### src/usb_sie_pkg.sv
// Constants and types for the USB address and endpoint block
package usb_sie_pkg;
  typedef logic [7:0] byte_t;
  typedef logic [7:0] io_addr_t;
  typedef logic [6:0] dev_addr_t;
  typedef logic [3:0] endp_t;
  typedef logic [3:0] mode_t;
  typedef logic [2:0] slot_t;
  typedef logic [1:0] cfg_t;
  typedef enum logic [1:0] {
    TOK_NONE = 2'h0,
    TOK_OUT = 2'h1,
    TOK_IN = 2'h2,
    TOK_SETUP = 2'h3
  } tok_kind_t;
  // Register offsets
  localparam io_addr_t ADDR_DEV_A = 8'h10;
  localparam io_addr_t ADDR_EP0_A = 8'h12;
  localparam io_addr_t ADDR_DEV_B = 8'h40;
  localparam io_addr_t ADDR_EP0_B = 8'h42;
  localparam io_addr_t ADDR_USB_CTRL = 8'h1f;
  localparam byte_t RESET_BYTE = 8'h00;
  // Field positions
  localparam int DEV_EN_BIT = 7;
  localparam int CTRL_SIZE_BIT = 7;
  localparam int CTRL_COUNT_BIT = 6;
  localparam int CFG_SIZE = 1;
  localparam int CFG_COUNT = 0;
  localparam int FLAG_SETUP = 7;
  localparam int FLAG_IN = 6;
  localparam int FLAG_OUT = 5;
  localparam int FLAG_ACK = 4;
  // Decoded register select positions
  localparam int SEL_DEV_A = 0;
  localparam int SEL_EP0_A = 1;
  localparam int SEL_DEV_B = 2;
  localparam int SEL_EP0_B = 3;
  localparam int SEL_CTRL = 4;
  // Endpoint slots
  localparam slot_t SLOT_A0 = 3'h0;
  localparam slot_t SLOT_A1 = 3'h1;
  localparam slot_t SLOT_A2 = 3'h2;
  localparam slot_t SLOT_A3 = 3'h3;
  localparam slot_t SLOT_A4 = 3'h4;
  localparam slot_t SLOT_B0 = 3'h5;
  localparam slot_t SLOT_B1 = 3'h6;
  localparam endp_t TOP_EP_A_SPLIT = 4'h2;
  localparam endp_t TOP_EP_A_FIVE = 4'h4;
  localparam endp_t TOP_EP_B = 4'h1;
  // FIFO base per config {size,count}, slot order A0..A4,B0,B1
  localparam byte_t RAM_BASE [4][7] = '{
    '{8'hf8, 8'hf0, 8'he8, 8'h00, 8'h00, 8'he0, 8'hd8},
    '{8'hf8, 8'hf0, 8'he8, 8'he0, 8'hd8, 8'h00, 8'h00},
    '{8'hb8, 8'hc0, 8'he0, 8'h00, 8'h00, 8'ha8, 8'hb0},
    '{8'hb8, 8'hc0, 8'he0, 8'ha8, 8'hb0, 8'h00, 8'h00}};
  localparam logic [5:0] FIFO_SMALL = 6'h08;
  localparam logic [5:0] FIFO_LARGE = 6'h20;
  // CPU stall per byte written by the engine
  localparam logic [1:0] BYTE_STALL_CYCLES = 2'h3;
endpackage

### src/usb_sie_endpoint_map.sv
// Address match, endpoint zero mode registers and FIFO placement
//
// Our own choice: the strobed register port.
`timescale 1ns/1ps
`default_nettype none
// Contract
// - Two device address registers, A at 0x10 and B at 0x40.
// - Default configuration: address A owns three endpoints, B owns two.
// - Reset clears both address registers: address zero, disabled.
// - Traffic to an address is ignored until its enable bit is set.
// - Control register bits 7 and 6 select endpoint and FIFO layout.
// - Size bit gives A1 and A2 32-byte FIFOs; others stay 8 bytes.
// - Count bit: address A alone answers, endpoints A0 to A4.
// - Default layout: B1, B0, A2, A1, A0 in 8-byte slots upward.
// - Each byte the engine writes stalls the processor three cycles.
// - Endpoint 0 of each address is the control endpoint.
// - Endpoint 0 is bidirectional; other endpoints take one direction (token match here accepts IN and OUT on any endpoint).
// - Endpoint mode registers reset to zero.
// - Two-address layouts: A0 and B0 registers use control format.
// - Low four mode bits steer how endpoint 0 answers.
// - ACK flag sets when a transaction ends with ACK.
// - OUT token sets the OUT-received flag only.
// - IN and SETUP tokens set their flags; CPU write clears SETUP.
// - Engine-updated low seven bits refuse writes until a read.
// - Five-endpoint layouts: B0 location is endpoint 3 mode register.
module usb_sie_endpoint_map
(
  input wire logic clk,
  input wire logic nrst,
  input wire usb_sie_pkg::io_addr_t io_addr,
  input wire usb_sie_pkg::byte_t io_wdata,
  input wire logic io_wr,
  input wire logic io_rd,
  output var usb_sie_pkg::byte_t io_rdata,
  input wire logic tok_valid,
  input wire usb_sie_pkg::tok_kind_t tok_kind,
  input wire usb_sie_pkg::dev_addr_t tok_addr,
  input wire usb_sie_pkg::endp_t tok_endp,
  input wire logic txn_ack,
  input wire logic txn_done,
  input wire logic rx_valid,
  input wire usb_sie_pkg::byte_t rx_data,
  output var logic rx_ready,
  output var logic txn_hit,
  output var usb_sie_pkg::slot_t txn_slot,
  output var usb_sie_pkg::mode_t txn_mode,
  output var logic ram_we,
  output var usb_sie_pkg::byte_t ram_addr,
  output var usb_sie_pkg::byte_t ram_wdata,
  output var logic cpu_stall
);
  import usb_sie_pkg::*;

  typedef enum logic [1:0] {
    ST_IDLE = 2'b01,
    ST_BUSY = 2'b10
  } wr_state_t;

  localparam slot_t CTRL_SLOT [2] = '{SLOT_A0, SLOT_B0};

  // ****************************************
  // Decode helpers
  // ****************************************
  function automatic logic [4:0] reg_sel(input io_addr_t a);
    logic [4:0] s;
    s = 5'h00;
    s[SEL_DEV_A] = (a == ADDR_DEV_A);
    s[SEL_EP0_A] = (a == ADDR_EP0_A);
    s[SEL_DEV_B] = (a == ADDR_DEV_B);
    s[SEL_EP0_B] = (a == ADDR_EP0_B);
    s[SEL_CTRL] = (a == ADDR_USB_CTRL);
    return s;
  endfunction

  function automatic logic [5:0] slot_size(input cfg_t c, input slot_t s);
    logic big;
    big = c[CFG_SIZE] && (s == SLOT_A1 || s == SLOT_A2);
    return big ? FIFO_LARGE : FIFO_SMALL;
  endfunction

  // ****************************************
  // State
  // ****************************************
  byte_t dev_addr_ff [2];
  byte_t nxt_dev_addr [2];
  byte_t ep0_ff [2];
  byte_t nxt_ep0 [2];
  logic lock_ff [2];
  logic nxt_lock [2];
  cfg_t cfg_ff;
  cfg_t nxt_cfg;
  byte_t rdata_ff;
  byte_t nxt_rdata;
  logic active_ff;
  logic nxt_active;
  slot_t slot_ff;
  slot_t nxt_slot;
  tok_kind_t kind_ff;
  tok_kind_t nxt_kind;
  cfg_t txn_cfg_ff;
  cfg_t nxt_txn_cfg;
  mode_t mode_ff;
  mode_t nxt_mode;
  wr_state_t state_ff;
  wr_state_t nxt_state;
  logic [1:0] cnt_ff;
  logic [1:0] nxt_cnt;
  logic [5:0] idx_ff;
  logic [5:0] nxt_idx;
  logic we_ff;
  logic nxt_we;
  byte_t waddr_ff;
  byte_t nxt_waddr;
  byte_t wdata_ff;
  byte_t nxt_wdata;
  logic stall_ff;
  logic ready_ff;

  logic [4:0] sel;
  logic five_ep;
  logic hit_a;
  logic hit_b;
  logic tok_take;
  slot_t tok_slot;
  logic txn_end;
  logic byte_take;

  // ****************************************
  // Token match
  // ****************************************
  always_comb
  begin
    sel = reg_sel(io_addr);
    five_ep = cfg_ff[CFG_COUNT];
    txn_end = active_ff && (txn_ack || txn_done);
    hit_a = tok_valid && dev_addr_ff[0][DEV_EN_BIT]
      && dev_addr_ff[0][6:0] == tok_addr
      && tok_endp <= (five_ep ? TOP_EP_A_FIVE : TOP_EP_A_SPLIT);
    hit_b = tok_valid && !five_ep && dev_addr_ff[1][DEV_EN_BIT]
      && dev_addr_ff[1][6:0] == tok_addr
      && tok_endp <= TOP_EP_B;
    // SETUP only reaches a control endpoint
    tok_take = (hit_a || hit_b) && tok_kind != TOK_NONE
      && (tok_endp == 4'h0 || tok_kind != TOK_SETUP);
    tok_slot = hit_a ? tok_endp[2:0] : (tok_endp[0] ? SLOT_B1 : SLOT_B0);
    byte_take = rx_valid && ready_ff && active_ff;
  end

  // ****************************************
  // Transaction tracking
  // ****************************************
  always_comb
  begin
    nxt_active = active_ff;
    nxt_slot = slot_ff;
    nxt_kind = kind_ff;
    nxt_txn_cfg = txn_cfg_ff;
    nxt_mode = mode_ff;
    if (txn_end)
    begin
      nxt_active = 1'b0;
      nxt_mode = 4'h0;
    end
    if (tok_take)
    begin
      nxt_active = 1'b1;
      nxt_slot = tok_slot;
      nxt_kind = tok_kind;
      nxt_txn_cfg = cfg_ff;
      nxt_mode = 4'h0;
      if (tok_slot == SLOT_A0)
        nxt_mode = ep0_ff[0][3:0];
      else if (tok_slot == SLOT_B0 || tok_slot == SLOT_A3 && five_ep)
        nxt_mode = ep0_ff[1][3:0];
    end
  end

  always_ff @(posedge clk)
  begin
    if (!nrst)
    begin
      active_ff <= 1'b0;
      slot_ff <= SLOT_A0;
      kind_ff <= TOK_NONE;
      txn_cfg_ff <= 2'h0;
      mode_ff <= 4'h0;
    end
    else
    begin
      active_ff <= nxt_active;
      slot_ff <= nxt_slot;
      kind_ff <= nxt_kind;
      txn_cfg_ff <= nxt_txn_cfg;
      mode_ff <= nxt_mode;
    end
  end

  // ****************************************
  // Address and endpoint zero registers
  // ****************************************
  for (genvar i = 0; i < 2; i++)
  begin : g_dev
    logic ctl;
    logic tok_hit;
    logic ack_hit;
    logic hw;
    always_comb
    begin
      nxt_dev_addr[i] = dev_addr_ff[i];
      if (io_wr && sel[2 * i])
        nxt_dev_addr[i] = io_wdata;
      ctl = (i == 0) || !five_ep;
      tok_hit = ctl && tok_take && tok_slot == CTRL_SLOT[i];
      ack_hit = txn_ack && active_ff
        && slot_ff == (ctl ? CTRL_SLOT[i] : SLOT_A3);
      hw = ctl && (tok_hit || ack_hit);
      nxt_ep0[i] = ep0_ff[i];
      if (io_wr && sel[2 * i + 1])
      begin
        if (!ctl)
          nxt_ep0[i] = io_wdata;
        else
        begin
          nxt_ep0[i][FLAG_SETUP] = 1'b0;
          if (!lock_ff[i])
            nxt_ep0[i][6:0] = io_wdata[6:0];
        end
      end
      // Engine sets win over CPU writes
      if (tok_hit && tok_kind == TOK_OUT)
        nxt_ep0[i][FLAG_OUT] = 1'b1;
      if (tok_hit && tok_kind == TOK_IN)
        nxt_ep0[i][FLAG_IN] = 1'b1;
      if (tok_hit && tok_kind == TOK_SETUP)
        nxt_ep0[i][FLAG_SETUP] = 1'b1;
      // SETUP held high while its transaction runs
      if (ctl && active_ff && kind_ff == TOK_SETUP && slot_ff == CTRL_SLOT[i])
        nxt_ep0[i][FLAG_SETUP] = 1'b1;
      if (ack_hit)
        nxt_ep0[i][FLAG_ACK] = 1'b1;
      nxt_lock[i] = ctl && (hw || lock_ff[i] && !(io_rd && sel[2 * i + 1]));
    end

    always_ff @(posedge clk)
    begin
      if (!nrst)
      begin
        dev_addr_ff[i] <= RESET_BYTE;
        ep0_ff[i] <= RESET_BYTE;
        lock_ff[i] <= 1'b0;
      end
      else
      begin
        dev_addr_ff[i] <= nxt_dev_addr[i];
        ep0_ff[i] <= nxt_ep0[i];
        lock_ff[i] <= nxt_lock[i];
      end
    end
  end

  // ****************************************
  // Configuration and read port
  // ****************************************
  always_comb
  begin
    nxt_cfg = cfg_ff;
    if (io_wr && sel[SEL_CTRL])
      nxt_cfg = {io_wdata[CTRL_SIZE_BIT], io_wdata[CTRL_COUNT_BIT]};
    nxt_rdata = RESET_BYTE;
    if (io_rd)
    begin
      if (sel[SEL_DEV_A])
        nxt_rdata = dev_addr_ff[0];
      if (sel[SEL_EP0_A])
        nxt_rdata = ep0_ff[0];
      if (sel[SEL_DEV_B])
        nxt_rdata = dev_addr_ff[1];
      if (sel[SEL_EP0_B])
        nxt_rdata = ep0_ff[1];
      if (sel[SEL_CTRL])
      begin
        nxt_rdata[CTRL_SIZE_BIT] = cfg_ff[CFG_SIZE];
        nxt_rdata[CTRL_COUNT_BIT] = cfg_ff[CFG_COUNT];
      end
    end
  end

  always_ff @(posedge clk)
  begin
    if (!nrst)
    begin
      cfg_ff <= 2'h0;
      rdata_ff <= RESET_BYTE;
    end
    else
    begin
      cfg_ff <= nxt_cfg;
      rdata_ff <= nxt_rdata;
    end
  end

  // ****************************************
  // FIFO writer with processor stall
  // ****************************************
  always_comb
  begin
    nxt_state = state_ff;
    nxt_cnt = cnt_ff;
    nxt_idx = tok_take ? 6'h00 : idx_ff;
    nxt_we = 1'b0;
    nxt_waddr = waddr_ff;
    nxt_wdata = wdata_ff;
    unique case (state_ff)
      ST_IDLE:
      begin
        // Bytes beyond the FIFO size are dropped
        if (byte_take && idx_ff < slot_size(txn_cfg_ff, slot_ff))
        begin
          nxt_we = 1'b1;
          nxt_waddr = 8'(RAM_BASE[txn_cfg_ff][slot_ff] + {2'h0, idx_ff});
          nxt_wdata = rx_data;
          nxt_idx = 6'(idx_ff + 6'h01);
          nxt_state = ST_BUSY;
          nxt_cnt = 2'h1;
        end
      end
      ST_BUSY:
      begin
        if (cnt_ff == BYTE_STALL_CYCLES)
          nxt_state = ST_IDLE;
        else
          nxt_cnt = 2'(cnt_ff + 2'h1);
      end
    endcase
  end

  always_ff @(posedge clk)
  begin
    if (!nrst)
    begin
      state_ff <= ST_IDLE;
      cnt_ff <= 2'h0;
      idx_ff <= 6'h00;
      we_ff <= 1'b0;
      waddr_ff <= RESET_BYTE;
      wdata_ff <= RESET_BYTE;
      stall_ff <= 1'b0;
      ready_ff <= 1'b1;
    end
    else
    begin
      state_ff <= nxt_state;
      cnt_ff <= nxt_cnt;
      idx_ff <= nxt_idx;
      we_ff <= nxt_we;
      waddr_ff <= nxt_waddr;
      wdata_ff <= nxt_wdata;
      stall_ff <= nxt_state == ST_BUSY;
      ready_ff <= nxt_state == ST_IDLE;
    end
  end

  assign io_rdata = rdata_ff;
  assign rx_ready = ready_ff;
  assign txn_hit = active_ff;
  assign txn_slot = slot_ff;
  assign txn_mode = mode_ff;
  assign ram_we = we_ff;
  assign ram_addr = waddr_ff;
  assign ram_wdata = wdata_ff;
  assign cpu_stall = stall_ff;
endmodule
`default_nettype wire

### config.mk
export PLATFORM = sky130hd
export DESIGN_NAME = usb_sie_endpoint_map
export DESIGN_NICKNAME = d
export VERILOG_FILES = /design/src/usb_sie_pkg.sv /design/src/usb_sie_endpoint_map.sv
export SDC_FILE = /design/constraint.sdc
export NUM_CORES = 1
export LEC_CHECK = 0
export ABC_AREA = 1
export BUFFER_PORTS_ARGS = -buffer_cell sky130_fd_sc_hd__clkbuf_2
export CAP_MARGIN = 20
export CELL_PAD_IN_SITES_DETAIL_PLACEMENT = 0
export CELL_PAD_IN_SITES_GLOBAL_PLACEMENT = 1
export CORE_MARGIN = 1
export CORE_UTILIZATION = 40
export CTS_CLUSTER_DIAMETER = 50
export DETAILED_ROUTE_END_ITERATION = 8
export HOLD_SLACK_MARGIN = 0.03
export PLACE_DENSITY = 0.8
export SLEW_MARGIN = 40
export SYNTH_ARGS = -nofsm -noshare
export SYNTH_HDL_FRONTEND = slang
export SYNTH_SLANG_ARGS = --single-unit
export TNS_END_PERCENT = 1
### constraint.sdc
create_clock -name clk -period 5.1 [get_ports clk]
set_input_delay 1.02 -clock clk [delete_from_list [all_inputs] [get_ports clk]]
set_output_delay 1.02 -clock clk [all_outputs]
set_load 0.01 [all_outputs]
# Word level (Yosys, flattened, before mapping)
# Memory sizes are Yosys's and may differ from the RTL's.
# Cells that the tools add are included.
dict set report word_totals {
  output_inout_bits 35
  elab_cells 180
  n_memories 3
  ff_bits 51
  ram_bits 34
}
# memory depth word_bits rd rd_clocked_by_memory_dff write_ports line
set memory_table {}
lappend memory_table {dev_addr_ff 2 8 2 0 2 usb_sie_endpoint_map.sv:84} ;# byte_t dev_addr_ff [2];
lappend memory_table {ep0_ff 2 8 2 0 2 usb_sie_endpoint_map.sv:86} ;# byte_t ep0_ff [2];
lappend memory_table {lock_ff 2 1 2 0 2 usb_sie_endpoint_map.sv:88} ;# logic lock_ff [2];
dict set report op_classes {
  magnitude_cmp 5
  n_eq_ne 25
  mux 57
  bitwise 8
  add_sub_neg 3
  n_reduce_logical 64
}
# cell count
set ops {}
lappend ops {{8-bit two-way mux} 15}
lappend ops {{56-bit binary-select mux with 2-bit select} 1}
lappend ops {{56-bit two-way mux} 2}
lappend ops {{1-bit logical AND} 43}
lappend ops {{8-bit binary-select mux with 3-bit select} 1}
lappend ops {{8-bit by 5-bit equality test with 1-bit output, second input constant} 3}
lappend ops {{6-bit two-way mux} 4}
lappend ops {{1-bit two-way mux} 17}
lappend ops {{8-bit by 7-bit equality test with 1-bit output, second input constant} 2}
lappend ops {{4-bit two-way mux} 4}
lappend ops {{7-bit equality test} 2}
lappend ops {{7-bit two-way mux} 2}
lappend ops {{2-bit equality test, second input constant} 6}
lappend ops {{2-bit two-way mux} 6}
lappend ops {{1-bit logical OR} 9}
lappend ops {{3-bit two-way mux} 3}
lappend ops {{8-bit by 6-bit adder with 8-bit output} 1}
lappend ops {{2-bit case mux with 2 select lines} 2}
lappend ops {{2-bit AND reduction} 4}
lappend ops {{6-bit by 1-bit adder with 6-bit output, second input constant} 1}
lappend ops {{2-bit by 1-bit equality test with 1-bit output, second input constant} 3}
lappend ops {{3-bit by 2-bit equality test with 1-bit output, second input constant} 2}
lappend ops {{3-bit equality test, second input constant} 2}
lappend ops {{3-bit zero test} 2}
lappend ops {{other kinds (15)} 25}

# Depth between registers and ports, before layout
# Gate-level depths: netlist of the first run.
dict set report logic_depth {
  ltp_word 15
  depth_mapped 16
  ltp_nobuf 15
}

# Least setup slack after synthesis of the first run
# OpenSTA, ideal clock, no wires.
dict set report synth_path {
  kind {in2reg}
  startpoint {in tok_endp[1]}
  endpoint {reg mode_ff[2] (netlist: txn_mode[2])}
  t_required_ps 5031
  cell_stages 14
  path_slack_ps 2686
  setup_time_ps 69
  t_arrival_ps 2345
  n_path_buf 1
  cell_sequence {inv_1 ha_1 nand3_1 nand2_1 nand2_2 clkinv_1 nand3_2 nand2_2 nand2_4 buf_6 nand3_2 nand2_1 inv_2 a21oi_2}
}
dict set report synth_between {
  elab_chain_len 9
}
# element line
set synth_lines {}
lappend synth_lines {{from (decl)} usb_sie_endpoint_map.sv:38} ;# input wire usb_sie_pkg::endp_t tok_endp,
lappend synth_lines {{4-bit by 3-bit <= comparator with 1-bit output} usb_sie_endpoint_map.sv:138} ;# && tok_endp <= (five_ep ? TOP_EP_A_FIVE : TOP_EP_A_SPLIT);
lappend synth_lines {{1-bit logical AND} usb_sie_endpoint_map.sv:138}
lappend synth_lines {{3-bit two-way mux} usb_sie_endpoint_map.sv:145} ;# tok_slot = hit_a ? tok_endp[2:0] : (tok_endp[0] ? SLOT_B1 : SLOT_B0);
lappend synth_lines {{3-bit by 2-bit equality test with 1-bit output} usb_sie_endpoint_map.sv:173} ;# else if (tok_slot == SLOT_B0 || tok_slot == SLOT_A3 && five_ep)
lappend synth_lines {{1-bit logical AND} usb_sie_endpoint_map.sv:173}
lappend synth_lines {{1-bit logical OR} usb_sie_endpoint_map.sv:173}
lappend synth_lines {{4-bit two-way mux} usb_sie_endpoint_map.sv:173}
lappend synth_lines {{4-bit two-way mux} usb_sie_endpoint_map.sv:171} ;# if (tok_slot == SLOT_A0)
lappend synth_lines {{4-bit two-way mux} usb_sie_endpoint_map.sv:164} ;# if (tok_take)
lappend synth_lines {{to (signal assigned)} usb_sie_endpoint_map.sv:194} ;# mode_ff <= nxt_mode;
lappend synth_lines {{to (decl)} usb_sie_endpoint_map.sv:102} ;# mode_t mode_ff;
# Several ways; a longest one is shown, not always the timed one.
# A chain may end at the register's enable or synchronous reset.

# Worst setup path in the final report of the first run
dict set report layout_path {
  startpoint {in nrst}
  endpoint {reg slot_ff[1] (netlist: txn_slot[1])}
}
# element line
set layout_rtl {}
lappend layout_rtl {{from (decl)} usb_sie_endpoint_map.sv:29} ;# input wire logic nrst,
lappend layout_rtl {{to (signal assigned)} usb_sie_endpoint_map.sv:191} ;# slot_ff <= nxt_slot;
lappend layout_rtl {{to (decl)} usb_sie_endpoint_map.sv:96} ;# slot_t slot_ff;
# No word-level cell between the ends.

==> summary.md, run 1 <==
| Metric | Value |
|---|---|
| Final hold slack | approximately 0.46 ns |
| Critical path type | input port to register |
| Die width | 108 um |
| Die area | 11700 um2 |
| CP cell instances | clkbuf_2, clkinv_1, a211oi_1 |
| Cell with the most instances after synthesis | nand2_1 |
| H-tree levels | 3 |
| Crit path max fanout | 38 |
| Final Setup Violations | 0 |
| Post-synth EDFFs | 0 |
| Sequential cell area | around 1700 um2 |
| Clk_lat worst skew | roughly 0.35 ns |
| CP max-delay cell | clkinv_1 |
| Layout cell share with drive strength beyond 1 | between 20% and 30% |
| Clock root buffer master | clkbuf_16 |
| Worst min-delay path category | register to register |
| Rel. slew slack | between 40% and 50% |
| Crit path time final | roughly 2.5 ns |
| Synthesized instance count | 630 |
| Die height | around 110 um |
| Yosys warnings | 0 |
| Worst Setup SP | nrst |
| Power after layout | 1.37 mW |
| Top post-synthesis cells by count | nand2_1, dfxtp_1, inv_1, a21oi_1, o21ai_0 |
| RSZ-0062 raised after global routing | false |
| Worst path max stage delay | approximately 0.77 ns |
| HP Start | ram_addr[7] |
| Leak pwr | about 2.3 nW |
| Effective utilization at floorplan | about two fifths |
| CP delay by family, top | buffers and inverters |
| Filler Cell Count | about 1200 |
| Post-synthesis compound-gate area fraction | 20.7% |
| # clock sinks | 85 |
| Total track usage | 22.1% |
| # Post-CTS Setup Buffers | 0 |
| Largest net degree at the start of global routing | 39 |
| Post-route clock period utilization | 49.9% |
| Sequential area share after synthesis | 37.6% |
| Number of buffers created by CTS | 9 |
| Vias in the first global route | about 4000 |
| Multi-input logic area | around 2400 um2 |
| Post-Synth XOR/XNOR Area | 1.94% |
| Ys async rst share | 0% |
| First-pass GRT wire length | ~20 mm |
| GR Overflow Total | 0 |
| Slew Limit Fails | 0 |
| Hold Fails Final Rpt | 0 |
| Hold_buf cts | 0 |
| Power per cell area | roughly 260 nW/um2 |
| Initial antenna violation count | 0 |
| Outcome | finished, final reports clean |
| Largest family of logic cells by synthesized area | simple AND/OR/NAND/NOR gates |
| Largest cells by area after synthesis | dfxtp_1, nand2_1, inv_1 |
| Worst EP required | around 5.4 ns |
| Total nets after synthesis | roughly 700 |
| FMAX | ~0.4 GHz |
| Antenna viol nets, final | 0 |
| Post-DP HPWL | ~9.6 mm |
| Core area | roughly 11000 um2 |
| CP bufs+invs | 2 |
| CP startpoint kind | input port |
| Max-Cap Viols | 0 |
| Count of distinct cell types in the synthesized netlist | 48 |
| Post-Synth Adder-Cell Area | 3.48% |
| Avg Cell Area, Syn | ~7 um2 |
| DRC errors left | 0 |
| IO Pins | 80 |
| Post-synthesis cell area | around 4500 um2 |
| CP endpoint kind | register |
| Synth Area in Simple Gates | between 20% and 30% |
| PostCTS Resize Cnt | 0 |
| Area fraction of the dominant cell type after synthesis | 37.6% |
| DRT iter0 DRCs | 233 |
| Gpl congestion | about 0.9 |
| Drt total wl | 12.4 mm |
| Mux cell area share after synthesis | 0% |
| Vias | 4387 |
| CP arrival | around 2.8 ns |
| RR Startpoint | txn_slot[0] |
| Yosys top cell by area | dfxtp_1 |
| Number of vias per cell | 5.14 |
| Top FF cell, synth | dfxtp_1 |
| Synthesis-stage register bit count | 85 |
| Area Growth Syn to Fin | 17.3% |
| IR drop worst, VDD | around 0.18 mV |
| Post-Route Setup TNS | 0 ns |
| Final instance area | about 5300 um2 |
| Skew final | 0.0109 ns |
| Clock buffer depth | 2 |
| Worst-Margin Slew | 0.788 ns |
| Clock transition at path regs | 0.07 ns |
| Detailed Routing Iterations Pass 1 | 5 |
| # diodes | 0 |
| Final core occ | between 40% and 50% |
| Post-DR wirelength/cell | between 10 and 15 um |
| TritonCTS clock tree | done |
| Row Count | 38 |
| Area after DPL | a little over 5000 um2 |
| PortBufs | 79 |
| Final #Nets | approximately 770 |
-- layout make-up --
class                      instances  area share [%]
clock buffer                       9            4.24
clock inverter                     7            1.06
inverter                          95            6.86
multi-input combinational        439            45.0
sequential                        85            32.1
tap                              140            3.30
timing repair buffer              79            7.45
-- flip-flops by register name (all words and copies together) (netlist names), 3 cells and up --
name,count
io_rdata,8
ep0_ff,16
txn_slot,3
ram_addr,8
dev_addr_ff,16
txn_mode,4
ram_wdata,8
idx_ff,6
-- metal layers --
metal  vias up  global-route usage (%)  part of all wire, %
li1       2229                       -                    -
met1      2023                    28.0                   46
met2       122                    36.7                   47
met3        13                    4.22                  4.6
met4         0                    9.36                  2.1
met5         -                       0                    0
-- path summary, 6_finish.rpt --
| check | to | slack [ns] | cells past startpoint |
|---|---|---|---|
| worst min-delay path | ram_addr[7] | 0.46 | 2 |
| worst min register to register | ram_addr[7] | 0.46 | 2 |
| worst max-delay path | txn_slot[1] | 2.56 | 3 |
| worst max register to register | ram_addr[7] | 2.57 | 13 |
-- placed cells by master (no fill, tap or decap), types with 5 or more instances in the layout --
| cell | count |
|---|---|
| ha_1 | 11 |
| nor2_2 | 11 |
| nand2_1 | 131 |
| nand2_2 | 11 |
| nand3_2 | 7 |
| a21oi_1 | 54 |
| dfxtp_1 | 85 |
| o21ai_1 | 10 |
| nor3_1 | 8 |
| nand3_1 | 32 |
| clkbuf_2 | 79 |
| o22ai_1 | 8 |
| inv_1 | 79 |
| a22o_1 | 10 |
| a21oi_2 | 5 |
| clkbuf_16 | 9 |
| xnor2_1 | 5 |
| nor2_1 | 46 |
| nor2_4 | 5 |
| o21ai_0 | 47 |
| inv_2 | 11 |
| xor2_1 | 5 |
-- cells by family (layout without fill, tap and decap cells) --
kind of cell,count (synthesis),count (layout)
AO/OA/AOI/OAI,157,157
adder cells (fa/ha/maj),12,12
XOR/XNOR,10,10
flip-flops,85,85
buffers and inverters,106,190
AND/OR/NAND/NOR,260,260
-- worst reg2reg max path, cell delays in order (launching register included) --
cell,delay (ns)
dfxtp_1,0.47
inv_1,0.17
ha_1,0.22
or2_2,0.29
o21ai_0,0.09
nand2_1,0.07
nand2_1,0.07
inv_1,0.07
fa_1,0.41
nand2_1,0.07
inv_1,0.05
o21ai_0,0.20
xor2_1,0.17
o21ai_1,0.07
-- power breakdown --
part / leakage [nW] / switching (mW) / internal [mW]
logic: 1.49 / 0.0562 / 0.0268
registers: 0.684 / 0.000466 / 0.664
clock network: 0.142 / 0.288 / 0.337
total: 2.31 / 0.345 / 1.03
-- metrics by stage --
| step | instances | setup slack, ns |
|---|---|---|
| after CTS | 854 | 2.56 |
| after floorplan | 630 | 2.69 |
| after detailed placement | 838 | 2.21 |
| after global placement | 838 | 2.26 |
| after global routing | 854 | 2.37 |
| final | 854 | 2.56 |
Note: power is estimated with default switching activity, not from simulation.
==> run 2, diff against run 1 <==
--- a/config.mk
+++ b/config.mk
@@ -5,17 +5,17 @@
 export SDC_FILE = /design/constraint.sdc
 export NUM_CORES = 1
 export LEC_CHECK = 0
-export ABC_AREA = 1
+export ABC_AREA = 0
 export BUFFER_PORTS_ARGS = -buffer_cell sky130_fd_sc_hd__clkbuf_2
 export CAP_MARGIN = 20
 export CELL_PAD_IN_SITES_DETAIL_PLACEMENT = 0
 export CELL_PAD_IN_SITES_GLOBAL_PLACEMENT = 1
 export CORE_MARGIN = 1
-export CORE_UTILIZATION = 40
+export CORE_UTILIZATION = 37
 export CTS_CLUSTER_DIAMETER = 50
 export DETAILED_ROUTE_END_ITERATION = 8
 export HOLD_SLACK_MARGIN = 0.03
-export PLACE_DENSITY = 0.8
+export PLACE_DENSITY = 0.75
 export SLEW_MARGIN = 40
 export SYNTH_ARGS = -nofsm -noshare
 export SYNTH_HDL_FRONTEND = slang
==> constraint.sdc (replaced) <==
create_clock -name clk -period 2.15 [get_ports clk]
set_input_delay 0.43 -clock clk [delete_from_list [all_inputs] [get_ports clk]]
set_output_delay 0.43 -clock clk [all_outputs]
set_load 0.01 [all_outputs]
==> summary.md, run 2 <==
| Metric | Value |
|---|---|
| Outcome | finished, final reports clean (unchanged) |
| Core area | 10900 um2 (about the same) |
| Setup slack, reg-to-reg | 0.05 ns (was 2.57 ns) |
| Die area | 11700 um2 (about the same) |
| Effective utilization at floorplan | 38.2% (was 41.4%) |
| Worst flop-to-flop path endpoint | ep0_ff[0][6] (was ram_addr[7]) |
| Final Setup Violations | 0 (unchanged) |
| CP bufs+invs | 2 (unchanged) |
| Largest regs | dev_addr_ff (16), ep0_ff (16) (unchanged) |
| Final #Nets | 649 (was 766) |
| Area Growth Syn to Fin | 28.0% (was 17.3%) |
| Gpl congestion | 0.862 (was 0.888) |
| CP endpoint kind | register (unchanged) |
| R2R depth | 7 (was 13) |
| Sequential area share after synthesis | 40.9% (was 37.6%) |
| Area fraction of the dominant cell type after synthesis | 40.9% (was 37.6%) |
| Clock buffer depth | 2 (unchanged) |
| FMAX | between 0.4 and 0.5 GHz |
| Count of distinct cell types in the synthesized netlist | 59 (was 48) |
| H-tree levels | 3 (unchanged) |
| Skew final | 0.0123 ns (was 0.0109 ns) |
| Row Count | 38 (unchanged) |
| IO Pins | 80 (unchanged) |
| Clock root buffer master | clkbuf_8 (was clkbuf_16) |
| Clk_lat worst skew | 0.36 ns (was 0.35 ns) |
| Number of vias per cell | 5.33 (was 5.14) |
| Final core occ | 48.9% (was 48.5%) |
| Power after layout | 3.05 mW (was 1.37 mW) |
| Commonest non-fill, non-tap cells in the layout | dfxtp_1, clkbuf_2, nand2_1 (was nand2_1, dfxtp_1, inv_1, clkbuf_2, a21oi_1) |
| Drt total wl | 11.1 mm (was 12.4 mm) |
| Leak pwr | 2.15 nW (was 2.31 nW) |
| Total track usage | 19.9% (was 22.1%) |
| Ys async rst share | 0% (unchanged) |
| RSZ-0062 raised after global routing | true (was false) |
| P_sw | 0.729 mW (was 0.345 mW) |
| Worst min-delay path category | input port to register (was register to register) |
| Clock transition at path regs | 0.09 ns (was 0.07 ns) |
| Clk pwr share | 42.4% (was 45.5%) |
| DRT iter0 DRCs | 193 (was 233) |
| Rel. slew slack | 68.9% (was 47.5%) |
| Most common cell after layout, fill and taps aside | dfxtp_1 (was nand2_1) |
| Post-route clock period utilization | a little over nine tenths |
| Number of buffers created by CTS | 9 (unchanged) |
| Synthesis-stage register bit count | 85 (unchanged) |
| Max-Cap Viols | 0 (unchanged) |
| Logic pwr share | 6.0% (about the same) |
| DRC errors left | 0 (unchanged) |
| Initial antenna violation count | 0 (unchanged) |
| Die width | 108 um (about the same) |
| Die height | 108 um (about the same) |
| Avg Cell Area, Syn | 8.65 um2 (was 7.18 um2) |
| Post-DP HPWL | 8.61 mm (was 9.60 mm) |
| Worst-Margin Slew | 0.460 ns (was 0.788 ns) |
| Power per cell area | 572 nW/um2 (was 258 nW/um2) |
| Detailed Routing Iterations Pass 1 | 5 (unchanged) |
| HP Start | rx_data[7] (was ram_addr[7]) |
| IR drop worst, VDD | 0.605 mV (was 0.178 mV) |
| CP cell instances | inv_4, ha_4, a32oi_2, or3_4, buf_4, or4_1, a21oi_1 (was clkbuf_2, clkinv_1, a211oi_1) |
| Top FF cell, synth | dfxtp_1 (unchanged) |
| # clock sinks | 85 (unchanged) |
| Sequential Power Share | 51.7% (was 48.4%) |
| Synthesized instance count | 481 (was 630) |
| Hold Crit Depth | 2 (unchanged) |
| Worst EP required | 2.45 ns (was 5.36 ns) |
| Int Pwr | 2.32 mW (was 1.03 mW) |
| Critical path type | register to register (was input port to register) |
| # diodes | 0 (unchanged) |
| Vias | 3925 (was 4387) |
| CP arrival | 2.40 ns (was 2.80 ns) |
| Yosys warnings | 0 (unchanged) |
| TritonCTS clock tree | done (unchanged) |
| RR Startpoint | cfg_ff[0] (was txn_slot[0]) |
| Largest cells by area after synthesis | dfxtp_1, a21oi_1, mux2i_1 (was dfxtp_1, nand2_1, inv_1) |
| Switch share | 23.9% (was 25.1%) |
| Slew Limit Fails | 0 (unchanged) |
| Post-synthesis cell area | 4160 um2 (was 4530 um2) |
| First-pass GRT wire length | 18.1 mm (was 19.5 mm) |
| Top post-synthesis cells by count | dfxtp_1, nand2_1, a21oi_1, nand3_1, nor2_1 (was nand2_1, dfxtp_1, inv_1, a21oi_1, o21ai_0) |
| Vias in the first global route | 3688 (was 4007) |
| Hold Fails Final Rpt | 0 (unchanged) |
| Crit path max fanout | 5 (was 38) |
| CP max-delay cell | or4_1 (was clkinv_1) |
| Post-synth EDFFs | 0 (unchanged) |
| CP startpoint kind | register (was input port) |
| Layout cell share with drive strength beyond 1 | 28.8% (was 21.8%) |
| PortBufs | 79 (unchanged) |
| Largest net degree at the start of global routing | 29 (was 39) |
| GR Overflow Total | 0 (unchanged) |
| Yosys top cell by area | dfxtp_1 (unchanged) |
| Worst path max stage delay | 0.48 ns (was 0.77 ns) |
| Worst Hold Endpoint | ram_wdata[7] (was ram_addr[7]) |
| Antenna viol nets, final | 0 (unchanged) |
| Crit path time final | approximately 2.1 ns |
| CP delay by family, top | simple AND/OR/NAND/NOR gates (was buffers and inverters) |
| Post-DR wirelength/cell | 15.1 um (was 14.5 um) |
| Cell with the most instances after synthesis | dfxtp_1 (was nand2_1) |
| Total nets after synthesis | 538 (was 687) |
-- run 2: kinds of logic after synthesis --
logic type / share of synthesized area, %
DFF: 40.9
buffers and inverters: 3.79
adders and majority gates: 3.79
xor gates and xnor gates: 4.00
muxes: 5.59
and+or+nand+nor: 22.3
AOI/OAI and AO/OA: 19.7
-- run 2: per-layer routing --
metal / track usage, % / part of all wire [%] / wire, um / up-vias
met4: 5.09 / 1.1 / 117 / 0
li1: - / - / - / 1963
met5: 0 / 0 / 0 / -
met1: 24.9 / 46 / 5100 / 1850
met2: 34.0 / 48 / 5350 / 101
met3: 5.06 / 4.9 / 549 / 11
-- run 2: area by class of cell --
type                            instances  area [um2]
Timing Repair Buffer                  125         791
Clock inverter                          7         104
Clock buffer                            9         124
Fill cell                            1057        5560
Tap cell                              140         175
Multi-Input combinational cell        360        2380
Inverter                               11        43.8
Sequential cell                        85        1710
-- run 2: power groups by stage --
stage | registers [mW] | logic (mW) | clock network, mW
floorplan | 1.61 | 0.0728 | 0
CTS | 1.57 | 0.177 | 1.32
finish | 1.57 | 0.182 | 1.29
global route | 1.57 | 0.199 | 1.39
global placement | 1.61 | 0.175 | 0
detailed placement | 1.61 | 0.176 | 0
-- run 2: worst max path at each step --
stage,startpoint,endpoint,cells after the start
after floorplan,txn_slot[0],ram_addr[7],10
after global placement,tok_addr[1],idx_ff[5],8
after detailed placement,tok_addr[1],ep0_ff[0][7],8
after CTS,txn_slot[0],ram_addr[7],11
after global routing,cfg_ff[0],ep0_ff[0][6],7
final,cfg_ff[0],ep0_ff[0][6],7
-- run 2: through the flow --
stage / hold WS, ns / TNS, ns / setup slack [ns] / area (um2) / instances
finish: 0.272 / 0 / 0.0499 / 5330 / 737
global route: 0.249 / -0.0169 / -0.0169 / 5330 / 737
CTS: 0.255 / 0 / 0.0125 / 5230 / 735
detailed placement: 0.454 / -0.587 / -0.0764 / 5000 / 719
global placement: 0.435 / -0.444 / -0.0575 / 5000 / 719
floorplan: 0.444 / 0 / 0.0202 / 4170 / 481
-- run 2: what timing repair did --
| item | in CTS | in global routing |
|---|---|---|
| hold buffers | 0 | 0 |
| pin swaps | 0 | 5 |
| setup endpoints to repair | 5 | 12 |
| hold endpoints to repair | 0 | 0 |
| buffers inserted | 0 | 2 |
| gates resized for setup | 5 | 19 |
-- run 2: worst reg2reg max path, stage by stage (launching register included) --
cell     delay (ns)
dfxtp_2        0.36
inv_4          0.05
ha_4           0.27
a32oi_2        0.13
or3_4          0.45
buf_4          0.16
or4_1          0.48
a21oi_1        0.14
==> run 3, diff against run 2 <==
--- a/config.mk
+++ b/config.mk
@@ -5,17 +5,17 @@
 export SDC_FILE = /design/constraint.sdc
 export NUM_CORES = 1
 export LEC_CHECK = 0
-export ABC_AREA = 0
+export ABC_AREA = 1
 export BUFFER_PORTS_ARGS = -buffer_cell sky130_fd_sc_hd__clkbuf_2
 export CAP_MARGIN = 20
 export CELL_PAD_IN_SITES_DETAIL_PLACEMENT = 0
 export CELL_PAD_IN_SITES_GLOBAL_PLACEMENT = 1
 export CORE_MARGIN = 1
-export CORE_UTILIZATION = 37
+export CORE_UTILIZATION = 36
 export CTS_CLUSTER_DIAMETER = 50
 export DETAILED_ROUTE_END_ITERATION = 8
 export HOLD_SLACK_MARGIN = 0.03
-export PLACE_DENSITY = 0.75
+export PLACE_DENSITY = 0.76
 export SLEW_MARGIN = 40
 export SYNTH_ARGS = -nofsm -noshare
 export SYNTH_HDL_FRONTEND = slang
==> summary.md, run 3 (synthesis results as in run 1) <==
| Metric | Value |
|---|---|
| Final instance count without filler cells | 905 (was 737) |
| DRT iter0 DRCs | 192 (was 193) |
| Largest net degree at the start of global routing | 21 (was 29) |
| Area Growth Syn to Fin | 23.8% (was 28.0%) |
| Number of buffers created by CTS | 9 (unchanged) |
| Worst EP required | 2.39 ns (was 2.45 ns) |
| Clock buffer depth | 2 (unchanged) |
| Vias in the first global route | 4146 (was 3688) |
| Outcome | finished, final reports clean (unchanged) |
| Total track usage | 19.9% (about the same) |
| Placed cells | 887 (was 719) |
| Gpl congestion | 0.885 (was 0.862) |
| H-tree levels | 3 (unchanged) |
| Clock root buffer master | clkbuf_16 (was clkbuf_8) |
| Hold_buf cts | 0 (unchanged) |
| CP max-delay cell | dfxtp_4 (was or4_1) |
| Critical path type | register to register (unchanged) |
| RSZ-0062 raised after global routing | true (unchanged) |
| Rel. slew slack | 64.7% (was 68.9%) |
| Post-route clock period utilization | 94.6% (was 97.7%) |
| Skew final | 0.00923 ns (was 0.0123 ns) |
| Final #Nets | 789 (was 649) |
| Post-Route Setup TNS | 0 ns (unchanged) |
| Drt total wl | 12.3 mm (was 11.1 mm) |
| FMAX | 0.492 GHz (was 0.476 GHz) |
| Hold Fails Final Rpt | 0 (unchanged) |
| DRC errors left | 0 (unchanged) |
| Effective utilization at floorplan | 37.4% (was 38.2%) |
| GR Overflow Total | 0 (unchanged) |
| Commonest non-fill, non-tap cells in the layout | nand2_1, dfxtp_1, clkbuf_2 (was dfxtp_1, clkbuf_2, nand2_1) |
| Layout cell share with drive strength beyond 1 | 26.6% (was 28.8%) |
| Crit path time final | 2.03 ns (was 2.10 ns) |
| Largest regs | dev_addr_ff (16), ep0_ff (16) (unchanged) |
| Post-DP HPWL | 10.0 mm (was 8.61 mm) |
| # diodes | 0 (unchanged) |
| Row Count | 40 (was 38) |
| Number of vias per cell | 4.83 (was 5.33) |
| Core area | 12100 um2 (was 10900 um2) |
| TritonCTS clock tree | done (unchanged) |
| CP delay by family, top | adder cells (was simple AND/OR/NAND/NOR gates) |
| Die height | 114 um (was 108 um) |
| Setup WS pre-CTS | -0.00202 ns (was -0.0764 ns) |
| Final Setup Violations | 0 (unchanged) |
| CP cell instances | inv_2, buf_4, nand2_2, nand2_1, a21oi_2, o21ai_2, ha_2, fa_2, nand2_2, inv_2, o21ai_2, xor2_1, o21ai_1 (was inv_4, ha_4, a32oi_2, or3_4, buf_4, or4_1, a21oi_1) |
| PortBufs | 79 (unchanged) |
| Clock transition at path regs | 0.07 ns (was 0.09 ns) |
| Worst-Margin Slew | 0.524 ns (was 0.460 ns) |
| Die area | 13000 um2 (was 11700 um2) |
| Vias | 4372 (was 3925) |
| IR drop worst, VDD | 0.439 mV (was 0.605 mV) |
| Most common cell after layout, fill and taps aside | nand2_1 (was dfxtp_1) |
| Clk_lat worst skew | 0.35 ns (was 0.36 ns) |
| IO Pins | 80 (unchanged) |
| Detailed Routing Iterations Pass 1 | 4 (was 5) |
| CP endpoint kind | register (unchanged) |
| # clock sinks | 85 (unchanged) |
| Initial antenna violation count | 0 (unchanged) |
| Worst min-delay path category | input port to register (unchanged) |
| CP startpoint kind | register (unchanged) |
| Post-DR wirelength/cell | 13.6 um (was 15.1 um) |
| Setup WS post-layout | 0.117 ns (was 0.0499 ns) |
| Power per cell area | 601 nW/um2 (was 572 nW/um2) |
| Crit path max fanout | 4 (was 5) |
| Die width | 114 um (was 108 um) |
| Worst path max stage delay | 0.37 ns (was 0.48 ns) |
| Max-Cap Viols | 0 (unchanged) |
| First-pass GRT wire length | 20.0 mm (was 18.1 mm) |
| Antenna viol nets, final | 0 (unchanged) |
| CP bufs+invs | 3 (was 2) |
| Leak pwr | 2.44 nW (was 2.15 nW) |
| Slew Limit Fails | 0 (unchanged) |
| CP arrival | 2.27 ns (was 2.40 ns) |
[run 3: cell type report]
type | count | area (um2)
multi-input combinational | 439 | 2430
tap | 168 | 210
timing repair buffer | 102 | 572
inverter | 95 | 369
clock inverter | 5 | 43.8
clock buffer | 11 | 264
fill | 1273 | 6510
sequential | 85 | 1710
[run 3: report_power, final]
| group | internal [mW] | total (mW) | switching, mW |
|---|---|---|---|
| clock network | 0.904 | 1.59 | 0.686 |
| logic | 0.0702 | 0.205 | 0.135 |
| registers | 1.57 | 1.57 | 0.00100 |
[run 3: layer usage]
| metal | global-route usage (%) | vias to the layer above | wire, um |
|---|---|---|---|
| met3 | 5.29 | 9 | 546 |
| met2 | 34.2 | 91 | 5780 |
| met1 | 24.5 | 1994 | 5820 |
| met5 | 0 | - | 0 |
| li1 | - | 2278 | - |
| met4 | 5.63 | 0 | 204 |
[run 3: through the flow]
| step | utilization (%) | total power [mW] | area (um2) | hold WS [ns] |
|---|---|---|---|---|
| 6_report | 46.3 | 3.37 | 5600 | 0.303 |
| 5_1_grt | 46.3 | 3.50 | 5600 | 0.289 |
| 4_1_cts | 45.8 | 3.41 | 5550 | 0.290 |
| 3_5_place_dp | 43.1 | 1.81 | 5220 | 0.450 |
| 3_3_place_gp | 43.1 | 1.81 | 5220 | 0.444 |
| 2_1_floorplan | - | 1.72 | 4530 | 0.439 |
[run 3: repair_timing]
| action | 4_1_cts | 5_1_grt |
|---|---|---|
| gates resized for setup | 4 | 20 |
| pin swaps | 0 | 6 |
| buffers inserted | 0 | 2 |
| endpoints found under the setup margin | 1 | 25 |
[run 3: path summary, 6_finish.rpt]
kind               start  depth (start not counted)  slack [ns]      endpoint
min           rx_data[1]                          2        0.30  ram_wdata[1]
max reg2reg  txn_slot[0]                         13        0.12   ram_addr[7]
min reg2reg  ram_addr[0]                          2        0.46   ram_addr[0]
max          txn_slot[0]                         13        0.12   ram_addr[7]
